<file path="src/rtl/asrc_pkg.sv">
// Package of constants and types for the asynchronous SRAM host controller.
package asrc_pkg;

    // Address and data widths of the memory port.
    localparam int ADDR_W = 18;
    localparam int DATA_W = 16;
    localparam int WORDS  = 262144;

    // Clock period in picoseconds (125 MHz).
    localparam int CLK_PS = 8000;

    // Documented times, slower grade, in nanoseconds or microseconds.
    localparam int SUPPLY_SETTLE_TIME_US   = 1;
    localparam int ADDR_ACCESS_TIME_NS     = 20;
    localparam int OE_DATA_VALID_NS        = 8;
    localparam int WRITE_DATA_SETUP_NS     = 9;
    localparam int WRITE_PULSE_NS          = 13;
    localparam int STROBE_TO_FLOAT_DELAY_NS = 8;
    localparam int STANDBY_ENTRY_DELAY_NS  = 20;

    // Least times round up to whole cycles.
    localparam int SETTLE_CYC =
        (SUPPLY_SETTLE_TIME_US * 1000000 + CLK_PS - 1) / CLK_PS;
    localparam int READ_CYC =
        (ADDR_ACCESS_TIME_NS * 1000 + CLK_PS - 1) / CLK_PS;
    localparam int WPULSE_BASE = WRITE_PULSE_NS >
        (STROBE_TO_FLOAT_DELAY_NS + WRITE_DATA_SETUP_NS) ?
        WRITE_PULSE_NS : STROBE_TO_FLOAT_DELAY_NS + WRITE_DATA_SETUP_NS;
    localparam int WRITE_CYC = (WPULSE_BASE * 1000 + CLK_PS - 1) / CLK_PS;
    localparam int FLOAT_CYC =
        (STROBE_TO_FLOAT_DELAY_NS * 1000 + CLK_PS - 1) / CLK_PS;

    // Width of the shared phase counter.
    localparam int CNT_W = 8;

    // Idle level of the strobes.
    localparam logic [1:0] LANES_OFF = 2'h3;
    localparam logic [15:0] DATA_ZERO = 16'h0000;

    // Controller states.
    typedef enum logic [2:0] {
        ASRC_POWERUP,
        ASRC_IDLE,
        ASRC_READ,
        ASRC_WRITE,
        ASRC_RECOVER
    } asrc_state_e;

endpackage

</file>
<file path="src/rtl/asrc_tmr_if.sv">
// Interface carrying the phase timer handshake inside the controller.
`timescale 1ns/10ps
interface asrc_tmr_if;
    import asrc_pkg::*;
    logic             load;   // Start a new phase.
    logic [CNT_W-1:0] count;  // Cycles the phase lasts, less one.
    logic             done;   // Phase has run out.
    modport ctl (output load, output count, input done);
    modport tmr (input load, input count, output done);
endinterface

</file>
<file path="src/rtl/asrc_ctrl.sv">
// Host controller that drives an asynchronous 256K x 16 static memory.
`timescale 1ns/10ps
module asrc_ctrl
    import asrc_pkg::*;
#(
    parameter int SETTLE_CYCLES = SETTLE_CYC
)(
    input  wire logic              core_clk,
    input  wire logic              reset_n,
    input  wire logic              clk_en,
    input  wire logic              req_valid,
    input  wire logic              req_write,
    input  wire logic [ADDR_W-1:0] req_addr,
    input  wire logic [DATA_W-1:0] req_wdata,
    input  wire logic [1:0]        req_lanes_n,
    output logic                   req_ready,
    output logic                   rsp_valid,
    output logic [DATA_W-1:0]      rsp_rdata,
    output logic [ADDR_W-1:0]      mem_addr,
    output logic                   chip_select_n,
    output logic                   write_strobe_n,
    output logic                   output_drive_n,
    output logic                   low_byte_sel_n,
    output logic                   high_byte_sel_n,
    input  wire logic [DATA_W-1:0] mem_data_in,
    output logic [DATA_W-1:0]      mem_data_out,
    output logic                   mem_data_oe_n
);
    asrc_state_e       state_q;    // Current bus phase.
    logic [12:0]       settle_q;   // Power-up wait counter.
    logic [1:0]        lanes_q;    // Latched lane selects, active low.
    asrc_tmr_if        tmr ();     // Phase timer handshake.

    // Phase timer shared by read, write and recovery phases.
    asrc_timer u_timer (
        .core_clk (core_clk),
        .reset_n  (reset_n),
        .clk_en   (clk_en),
        .t        (tmr.tmr)
    );

    // Load the timer when entering a timed phase.
    always_comb begin
        tmr.load  = 1'b0;
        tmr.count = '0;
        if (state_q == ASRC_IDLE && req_valid) begin
            tmr.load  = 1'b1;
            // Read needs full access time; write needs float plus setup.
            tmr.count = req_write ? CNT_W'(WRITE_CYC)
                                  : CNT_W'(READ_CYC);
        end else if ((state_q == ASRC_READ || state_q == ASRC_WRITE)
                     && tmr.done) begin
            // Gap lets the device float before the next owner drives.
            tmr.load  = 1'b1;
            tmr.count = CNT_W'(FLOAT_CYC);
        end
    end

    // Power-up wait before the first access is ever started.
    always_ff @(posedge core_clk or negedge reset_n) begin
        if (!reset_n) begin
            settle_q <= '0;
        end else if (clk_en && state_q == ASRC_POWERUP) begin
            settle_q <= settle_q + 13'h0001;
        end
    end

    // Phase sequencer.
    always_ff @(posedge core_clk or negedge reset_n) begin
        if (!reset_n) begin
            state_q <= ASRC_POWERUP;
        end else if (clk_en) begin
            unique case (state_q)
                ASRC_POWERUP: begin
                    // Counter is wide enough for the 125-cycle default.
                    if (32'(settle_q) + 1 >= SETTLE_CYCLES) begin
                        state_q <= ASRC_IDLE;
                    end
                end
                ASRC_IDLE: begin
                    if (req_valid) begin
                        state_q <= req_write ? ASRC_WRITE : ASRC_READ;
                    end
                end
                ASRC_READ, ASRC_WRITE: begin
                    if (tmr.done) begin
                        state_q <= ASRC_RECOVER;
                    end
                end
                ASRC_RECOVER: begin
                    if (tmr.done) begin
                        state_q <= ASRC_IDLE;
                    end
                end
            endcase
        end
    end

    // Latch the lanes when a request is taken; the read capture needs
    // them after the request inputs have moved on.
    always_ff @(posedge core_clk or negedge reset_n) begin
        if (!reset_n) begin
            lanes_q <= LANES_OFF;
        end else if (clk_en && state_q == ASRC_IDLE && req_valid) begin
            lanes_q <= req_lanes_n;
        end
    end

    // Address and write data are set in the same edge that starts the
    // access, so both are valid at write start and stay to write end.
    always_ff @(posedge core_clk or negedge reset_n) begin
        if (!reset_n) begin
            mem_addr     <= '0;
            mem_data_out <= DATA_ZERO;
        end else if (clk_en && state_q == ASRC_IDLE && req_valid) begin
            mem_addr     <= req_addr;
            mem_data_out <= req_wdata;
        end
    end

    // Pin strobes. Select and write strobe fall together and rise
    // together, so the write ends on one edge and the bus stays floated.
    always_ff @(posedge core_clk or negedge reset_n) begin
        if (!reset_n) begin
            chip_select_n   <= 1'b1;
            write_strobe_n  <= 1'b1;
            output_drive_n  <= 1'b1;
            low_byte_sel_n  <= 1'b1;
            high_byte_sel_n <= 1'b1;
            mem_data_oe_n   <= 1'b1;
        end else if (clk_en) begin
            if (state_q == ASRC_IDLE && req_valid) begin
                chip_select_n   <= 1'b0;
                write_strobe_n  <= !req_write;
                output_drive_n  <= req_write;
                low_byte_sel_n  <= req_lanes_n[0];
                high_byte_sel_n <= req_lanes_n[1];
                mem_data_oe_n   <= !req_write;
            end else if ((state_q == ASRC_READ || state_q == ASRC_WRITE)
                         && tmr.done) begin
                // Joint rise of select and strobe ends the write.
                chip_select_n   <= 1'b1;
                write_strobe_n  <= 1'b1;
                output_drive_n  <= 1'b1;
                low_byte_sel_n  <= 1'b1;
                high_byte_sel_n <= 1'b1;
                // Data hold after write end is zero, so release at once.
                mem_data_oe_n   <= 1'b1;
            end
        end
    end

    // Capture read data at the end of the access window.
    always_ff @(posedge core_clk or negedge reset_n) begin
        if (!reset_n) begin
            rsp_valid <= 1'b0;
            rsp_rdata <= DATA_ZERO;
        end else if (clk_en) begin
            rsp_valid <= 1'b0;
            if (state_q == ASRC_READ && tmr.done) begin
                rsp_valid <= 1'b1;
                // Unselected lanes float and read back as zero.
                rsp_rdata <= {lanes_q[1] ? 8'h00 : mem_data_in[15:8],
                              lanes_q[0] ? 8'h00 : mem_data_in[7:0]};
            end
        end
    end

    // Ready flags that the next cycle in idle can take a request.
    always_ff @(posedge core_clk or negedge reset_n) begin
        if (!reset_n) begin
            req_ready <= 1'b0;
        end else if (clk_en) begin
            req_ready <= (state_q == ASRC_RECOVER && tmr.done) ||
                         (state_q == ASRC_POWERUP &&
                          32'(settle_q) + 1 >= SETTLE_CYCLES) ||
                         (state_q == ASRC_IDLE && !req_valid);
        end
    end
endmodule

</file>
<file path="src/rtl/asrc_timer.sv">
// Phase timer that counts down the length of each bus phase.
`timescale 1ns/10ps
module asrc_timer
    import asrc_pkg::*;
(
    input  wire logic core_clk,
    input  wire logic reset_n,
    input  wire logic clk_en,
    asrc_tmr_if.tmr   t
);
    logic [CNT_W-1:0] left_q; // Cycles still to run.

    // Down counter; done is high once it has reached zero.
    always_ff @(posedge core_clk or negedge reset_n) begin
        if (!reset_n) begin
            left_q <= '0;
        end else if (clk_en) begin
            if (t.load) begin
                left_q <= t.count;
            end else if (left_q != '0) begin
                left_q <= left_q - 1'b1;
            end
        end
    end

    // Done looks only at the count. The controller's load decode reads
    // done, so letting done read load again would close a logic loop.
    assign t.done = (left_q == '0);
endmodule

</file>
<file path="config.mk">
export PLATFORM = sky130hd
export DESIGN_NAME = asrc_ctrl
export DESIGN_NICKNAME = d
export VERILOG_FILES = /design/src/rtl/asrc_pkg.sv /design/src/rtl/asrc_tmr_if.sv /design/src/rtl/asrc_ctrl.sv /design/src/rtl/asrc_timer.sv
export SDC_FILE = /design/constraint.sdc
export NUM_CORES = 1
export LEC_CHECK = 0
export BUFFER_PORTS_ARGS = -buffer_cell sky130_fd_sc_hd__buf_2
export CAP_MARGIN = 10
export CELL_PAD_IN_SITES_DETAIL_PLACEMENT = 0
export CELL_PAD_IN_SITES_GLOBAL_PLACEMENT = 1
export CORE_MARGIN = 3
export CORE_UTILIZATION = 30
export CTS_CLUSTER_SIZE = 10
export DETAILED_ROUTE_END_ITERATION = 10
export GPL_TIMING_DRIVEN = 0
export PLACE_DENSITY_LB_ADDON = 0.3
export SLEW_MARGIN = 20
export SYNTH_ARGS = -nofsm -noshare
export SYNTH_HDL_FRONTEND = slang
export SYNTH_SLANG_ARGS = --single-unit
</file>
<file path="constraint.sdc">
create_clock -name core_clk -period 3.5 [get_ports core_clk]
set_clock_uncertainty 0.15 [all_clocks]
set_input_delay 0.7 -clock core_clk [delete_from_list [all_inputs] [get_ports core_clk]]
set_output_delay 0.7 -clock core_clk [all_outputs]
set_load 0.005 [all_outputs]
</file>
==> results of run 1 <==
per-stage QoR:
step	worst slack [ns]	utilization	hold slack, ns	area [sq um]
global route	0.9635	0.4022	0.1588	4932
detailed placement	0.8782	0.3791	0.3374	4648
floorplan	1.345	-	0.2544	3842
global placement	0.8278	0.3766	0.3330	4618
CTS	1.174	0.4022	0.1558	4932
finish	1.209	0.4022	0.1451	4932
cells by family after synthesis:
kind of cell               Yosys count  share of synthesized area
adders and majority gates            4                    0.01303
muxes                               55                     0.1697
DFF                                 83                     0.5428
buffers and inverters               25                    0.03289
xor gates and xnor gates            19                    0.04331
AOI/OAI and AO/OA                   30                    0.05569
and+or+nand+nor                     87                     0.1426
cell usage after synthesis (2+ instances only):
cell	count	area share
a211oi_1	2	0.0039
nor4b_4	2	0.012
mux2_2	45	0.13
inv_1	8	0.0078
o22a_1	3	0.0068
nor2_1	14	0.014
and3b_1	2	0.0046
nor3_1	3	0.0039
nor2b_1	16	0.026
o21ai_0	9	0.012
buf_2	8	0.010
nor3_2	2	0.0052
mux2_4	9	0.035
clkbuf_1	4	0.0039
buf_4	4	0.0078
a32o_1	2	0.0052
and2_1	2	0.0033
dfrtp_1	76	0.49
xnor2_1	14	0.032
nand2b_1	5	0.0081
and4_1	2	0.0046
dfstp_2	7	0.048
ha_1	4	0.013
nand4bb_1	2	0.0059
xor2_1	5	0.011
nand2_1	15	0.015
nand3_1	4	0.0052
and3_1	4	0.0065
nand4_1	7	0.011
o311ai_0	2	0.0046
nor4_1	2	0.0033
critical path, stage by stage, from the launching register on:
cell     delay (ns)
dfrtp_1        0.35
buf_2          0.17
nor3_2         0.42
and2_1         0.23
buf_2          0.25
buf_4          0.24
mux2_2         0.35
report_power, final:
part	internal (mW)	total, mW	leakage, nW	switching, mW
sequential	1.37	1.59	1.03	0.227
clock	0.546	0.916	0.134	0.370
combinational	0.722	1.31	1.20	0.587
total	2.63	3.82	2.37	1.18
per-layer routing:
| metal | routed length [microns] | part of all wire |
|---|---|---|
| met1 | 3793 | 0.47 |
| met2 | 3739 | 0.46 |
| met3 | 539 | 0.066 |
| met4 | 53 | 0.0065 |
| met5 | 0 | 0 |
flip-flops by register name, summed over array words and instances, names as in the netlist, 2 cells and up:
| signal | cells |
|---|---|
| lanes_q | 2 |
| mem_addr | 18 |
| mem_data_out | 16 |
| rsp_rdata | 16 |
| settle_q | 13 |
| state_q | 3 |
| u_timer.left_q | 8 |
layout make-up:
type                            count  area (sq um)
Inverter                            8         30.03
Clock inverter                      5         55.05
Timing Repair Buffer              114         595.6
Tap cell                          168         210.2
Multi-Input combinational cell    195          1630
Sequential cell                    83          2086
Clock buffer                       10         229.0
Buffer                             17         96.34
Fill cell                        1216          7330
worst paths after layout:
path,startpoint,to,slack (ns),cells after the start
worst min-delay path,reset_n,mem_data_out[3],0.15,1
min in group core_clk,settle_q[12],settle_q[12],0.35,1
worst max-delay path,state_q[1],mem_addr[8],1.21,6
worst min register to register,settle_q[12],settle_q[12],0.35,1
worst max register to register,state_q[1],mem_addr[8],1.21,6
max in group asynchronous,reset_n,high_byte_sel_n,2.39,2
==> flow_metrics.tcl, run 1 <==
set metrics [dict create \
    grt_pass1_wl_microns 13430 \
    slew_viol_final 0 \
    via_per_inst 4.505 \
    worst_pin_slew_ns 0.5229 \
    fin_crit_sh 0.6545 \
    finalNonFillerCells 600 \
    diodes 0 \
    power_mw 3.818 \
    async_flop_share 1.000 \
    synth_nets 364 \
    rsz0062_at_grt "false" \
    floorplan.die.height_microns 119.2 \
    drive_above_1_share 0.4861 \
    ys_types 50 \
    path_max_fanout 10 \
    cts-root-buf "clkbuf_16" \
    ant_nets 0 \
    clkTransAtPathRegs_ns 0.06 \
    num_rows 40 \
    grt_max_degree 56 \
    fmax_mhz 436.5 \
    io_pins 115 \
    die_w_microns 119.2 \
    cap_violations 0 \
    postCtsSetupBuffers 0 \
    power_density_mw_per_mm2 774.1 \
    grt_use_total 0.1162 \
    clockBufferDepth 2 \
    setup_viol 0 \
    ir_drop_v 0.0003708 \
    mostFrequentLayoutCell "buf_2" \
    fin_crit_ns 2.291 \
    yosysWarningCount 0 \
    wl_microns 8125 \
    vias 2703 \
    port_buffers 113 \
    synth_seq_cells 83 \
    cp-start-kind "flip-flop" \
    avgSynthCellArea_sq_um 12.68 \
    p_leak_nw 2.368 \
    busiest_layer "met2" \
    gr-usage-met1 0.1556 \
    cp.required_ns 3.56 \
    area_delta_synth_final_pct 28.36 \
    netlist_area_sq_mm 0.003842 \
    grt-ovfl-total 0 \
    hold_path.class "in -> async" \
    crit_type "reg -> reg" \
    slew_headroom 0.6499 \
    design.core.area_sq_mm 0.01226 \
    mostFrequentLayoutCells "120 x buf_2, 76 x dfrtp_1, 45 x mux2_2" \
    die_area_sq_mm 0.01420 \
    synth-edff-count 0 \
    arrival_ns 2.35 \
    timing_hold_violations_final 0 \
    wl_per_cell_microns 13.54 \
    antenna_found_initial 0 \
    synthFlopType "dfrtp_1" \
    grt_pass1_vias 2686 \
    cts.sinks 83 \
    synth_cells 303 \
    start_util 0.3134 \
    ctsResizeCount 0 \
    crit_path_end_kind "flip-flop" \
    clk-insertion-delay-late_ns 0.33 \
    use_met3 0.04321 \
    cts_tree "done" \
    hold_buffers 0 \
    htreeDepth 3 \
    status "complete, no violations" \
    finalWeightedCongestion 0.8127 \
    tns_ns 0 \
    nets 489 \
    dp.cells 585 \
    drc 0 \
    yosysSeqAreaShare 0.5428 \
    gr-usage-met2 0.1773 \
    drtIter0Drc 143 \
    dp_hpwl_microns 5967 \
    dr.pass1.iters 4 \
    cts_buffers 9 \
]
(Power assumes the default switching activity.)
==> run 2, diff against run 1 <==
- ABC_AREA: unset -> 1
- clock period: 3.5 -> 2.1 ns (I/O delays scaled with it)
==> run 2 against run 1 <==
  * Total power grew 66%
  * Routed wire length increased by 18%
  * Sequential power up 65%
  * First-iteration DRC count is 13% higher
  * Register-to-register slack lost 1.0 ns
  * Sequential share of layout area decreased by 0.47 points
  * Critical endpoint is now state_q[1]
  * Largest power group unchanged
  * Die area increased by 0.25%
  * Flip-flop and latch count unchanged
==> flow_metrics.tcl, run 2 <==
set metrics [dict create \
    yosysSeqAreaShare 0.5414 \
    ir_drop_v 0.0004821 \
    p_leak_nw 2.656 \
    clkTransAtPathRegs_ns 0.06 \
    slew_viol_final 0 \
    grt_max_degree 52 \
    rsz0062_at_grt "false" \
    fillers 1290 \
    cts_buffers 9 \
    drtIter0Drc 162 \
    crit_path_end_kind "flip-flop" \
    cts_tree "done" \
    cap_violations 0 \
    htreeDepth 3 \
    clockBufferDepth 2 \
    synth-edff-count 0 \
    die_w_microns 119.3 \
    dp_hpwl_microns 7069 \
    finalWeightedCongestion 0.7715 \
    cp-start-kind "flip-flop" \
    netlist.area_leader.share 0.4937 \
    power_mw 6.325 \
    drc 0 \
    pwr-share-comb 0.351 \
    regMostFlops "mem_addr" \
    synth_cells 479 \
    yosysWarningCount 0 \
    grt-ovfl-total 0 \
    grt_pass1_wl_microns 16130 \
    via_per_inst 4.346 \
    async_flop_share 1.000 \
    clockPowerShare 0.235 \
    fin_crit_sh 0.9185 \
    synth_seq_cells 83 \
    synth_top_cell_by_area "dfrtp_1" \
    grt_use_total 0.1398 \
    dr.pass1.iters 4 \
    die_area_sq_mm 0.01424 \
    power_density_mw_per_mm2 1268 \
    avgSynthCellArea_sq_um 8.043 \
    netlist_area_sq_mm 0.003852 \
    nets 668 \
    synthFlopType "dfrtp_1" \
    floorplan.die.height_microns 119.3 \
    area_delta_synth_final_pct 29.46 \
    num_rows 40 \
    grt_pass1_vias 3371 \
    start_util 0.3142 \
    io_pins 115 \
    reg_top3 "mem_addr: 18 flops, mem_data_out: 16 flops, rsp_rdata: 16 flops" \
    synth.most_common_cell "nand2_1" \
    tns_ns 0 \
    wl_microns 9554 \
    ant_nets 0 \
    synth_area_leaders "dfrtp_1 49%, nand2_1 21%, dfstp_2 4.8%" \
    hold_path.class "in -> reg" \
    internal-power_mw 4.032 \
    seq_power_share 0.414 \
    design.core.area_sq_mm 0.01226 \
    mostFrequentLayoutCell "nand2_1" \
    cp.required_ns 2.16 \
    ys_top_cells_by_count "214 x nand2_1, 76 x dfrtp_1, 37 x nor2_1, 31 x o21ai_0, 30 x inv_1" \
    clk-insertion-delay-late_ns 0.33 \
    worst_pin_slew_ns 0.4745 \
    final_util 0.4067 \
    fin_crit_ns 1.929 \
    finalNonFillerCells 780 \
    switchingPower_mw 2.292 \
    diodes 0 \
    arrival_ns 1.99 \
    vias 3390 \
    status "complete, no violations" \
    setup_viol 0 \
    fmax_mhz 518.5 \
    cts-root-buf "clkbuf_16" \
    largest_register_ff_count 18 \
    slew_headroom 0.6836 \
    port_buffers 114 \
    ys_types 30 \
    path_max_fanout 6 \
    crit_type "reg -> reg" \
    timing_hold_violations_final 0 \
    antenna_found_initial 0 \
    cts.sinks 83 \
    dp.cells 762 \
    drive_above_1_share 0.2794 \
    synth_nets 540 \
    wl_per_cell_microns 12.25 \
    mostFrequentLayoutCells "214 x nand2_1, 114 x buf_2, 76 x dfrtp_1" \
    swShare 0.3624 \
]
-- run 2: changes by cell type after synthesis, sizes merged, moves of 5 or more --
cell    previous run  this run
nand2             16       216
mux2              54         0
nor2              15        45
inv                8        34
o21ai              9        35
nor2b             16         0
xnor2             14         0
nand3              4        15
a21oi              1         6
buf               13         8
nand2b             5         0
-- run 2: kinds of logic after synthesis --
family,count (synthesis),share of synthesized area
buffers and inverters,51,0.05586
XOR/XNOR,9,0.02046
AO/OA/AOI/OAI,46,0.06658
AND/OR/NAND/NOR,286,0.3027
adder cells (fa/ha/maj),4,0.01299
flip-flops,83,0.5414
-- run 2: power groups by stage --
stage | Combinational, mW | Clock, mW | Sequential [mW]
final | 2.22 | 1.49 | 2.62
after global routing | 2.57 | 1.61 | 2.71
after CTS | 2.22 | 1.53 | 2.62
after detailed placement | 2.22 | 0 | 2.63
after global placement | 2.18 | 0 | 2.62
after floorplan | 1.33 | 0 | 2.63
-- run 2: final cells by class --
| class | count | area, sq um | area share |
|---|---|---|---|
| Buffer | 14 | 81.33 | 0.01631 |
| Clock inverter | 2 | 10.01 | 0.002007 |
| Timing Repair Buffer | 117 | 618.1 | 0.1239 |
| Multi-Input combinational cell | 345 | 1579 | 0.3166 |
| Inverter | 37 | 138.9 | 0.02785 |
| Clock buffer | 14 | 264.0 | 0.05294 |
| Sequential cell | 83 | 2086 | 0.4182 |
| Tap cell | 168 | 210.2 | 0.04215 |
-- run 2: per-stage QoR --
step                area, sq um  setup WS, ns  hold WS, ns
floorplan                  3852        0.2293     -0.02559
global placement           4633       -0.3149       0.3005
detailed placement         4663      -0.02609       0.2622
CTS                        4947       0.06042       0.1178
global route               4987      0.002482       0.1245
finish                     4987        0.1712       0.1320
-- run 2: per-layer routing --
layer / part of all wire / wire, microns / up-vias / GRT usage
met1: 0.47 / 4493 / 1566 / 0.1791
met5: 0 / 0 / - / 0
li1: - / - / 1742 / -
met4: 0.013 / 120 / 0 / 0.04724
met3: 0.060 / 578 / 11 / 0.04748
met2: 0.46 / 4362 / 71 / 0.2215
-- run 2: final timing paths --
| check | from | end | slack, ns | cells after the start |
|---|---|---|---|---|
| min in group asynchronous | reset_n | settle_q[2] | 0.44 | 2 |
| max reg2reg | settle_q[0] | state_q[1] | 0.17 | 12 |
| max | settle_q[0] | state_q[1] | 0.17 | 12 |
| max in group asynchronous | reset_n | lanes_q[0] | 0.69 | 3 |
| min reg2reg | mem_addr[6] | mem_addr[6] | 0.31 | 2 |
| min | req_addr[11] | mem_addr[11] | 0.13 | 3 |
-- run 2: worst max-delay path, stage by stage, from the launching register on --
cell and delay [ns]:
dfrtp_1 0.40, ha_2 0.22, nand3_2 0.13, nor2_4 0.20, nand2_1 0.07, nand2_1 0.11, nand3_1 0.08, nand2_1 0.09
nor2_2 0.05, nand3_1 0.11, nand2_1 0.08, nand2_1 0.06, nand2_1 0.04
-- run 2: timing repair --
action / 4_1_cts / 5_1_grt
pin swaps: 0 / 1
buffers inserted: 0 / 1
hold buffers: 1 / 0
endpoints found under the setup margin: 2 / 26
gates resized for setup: 1 / 14
endpoints found under the hold margin: 32 / 0
gates cloned: 0 / 0
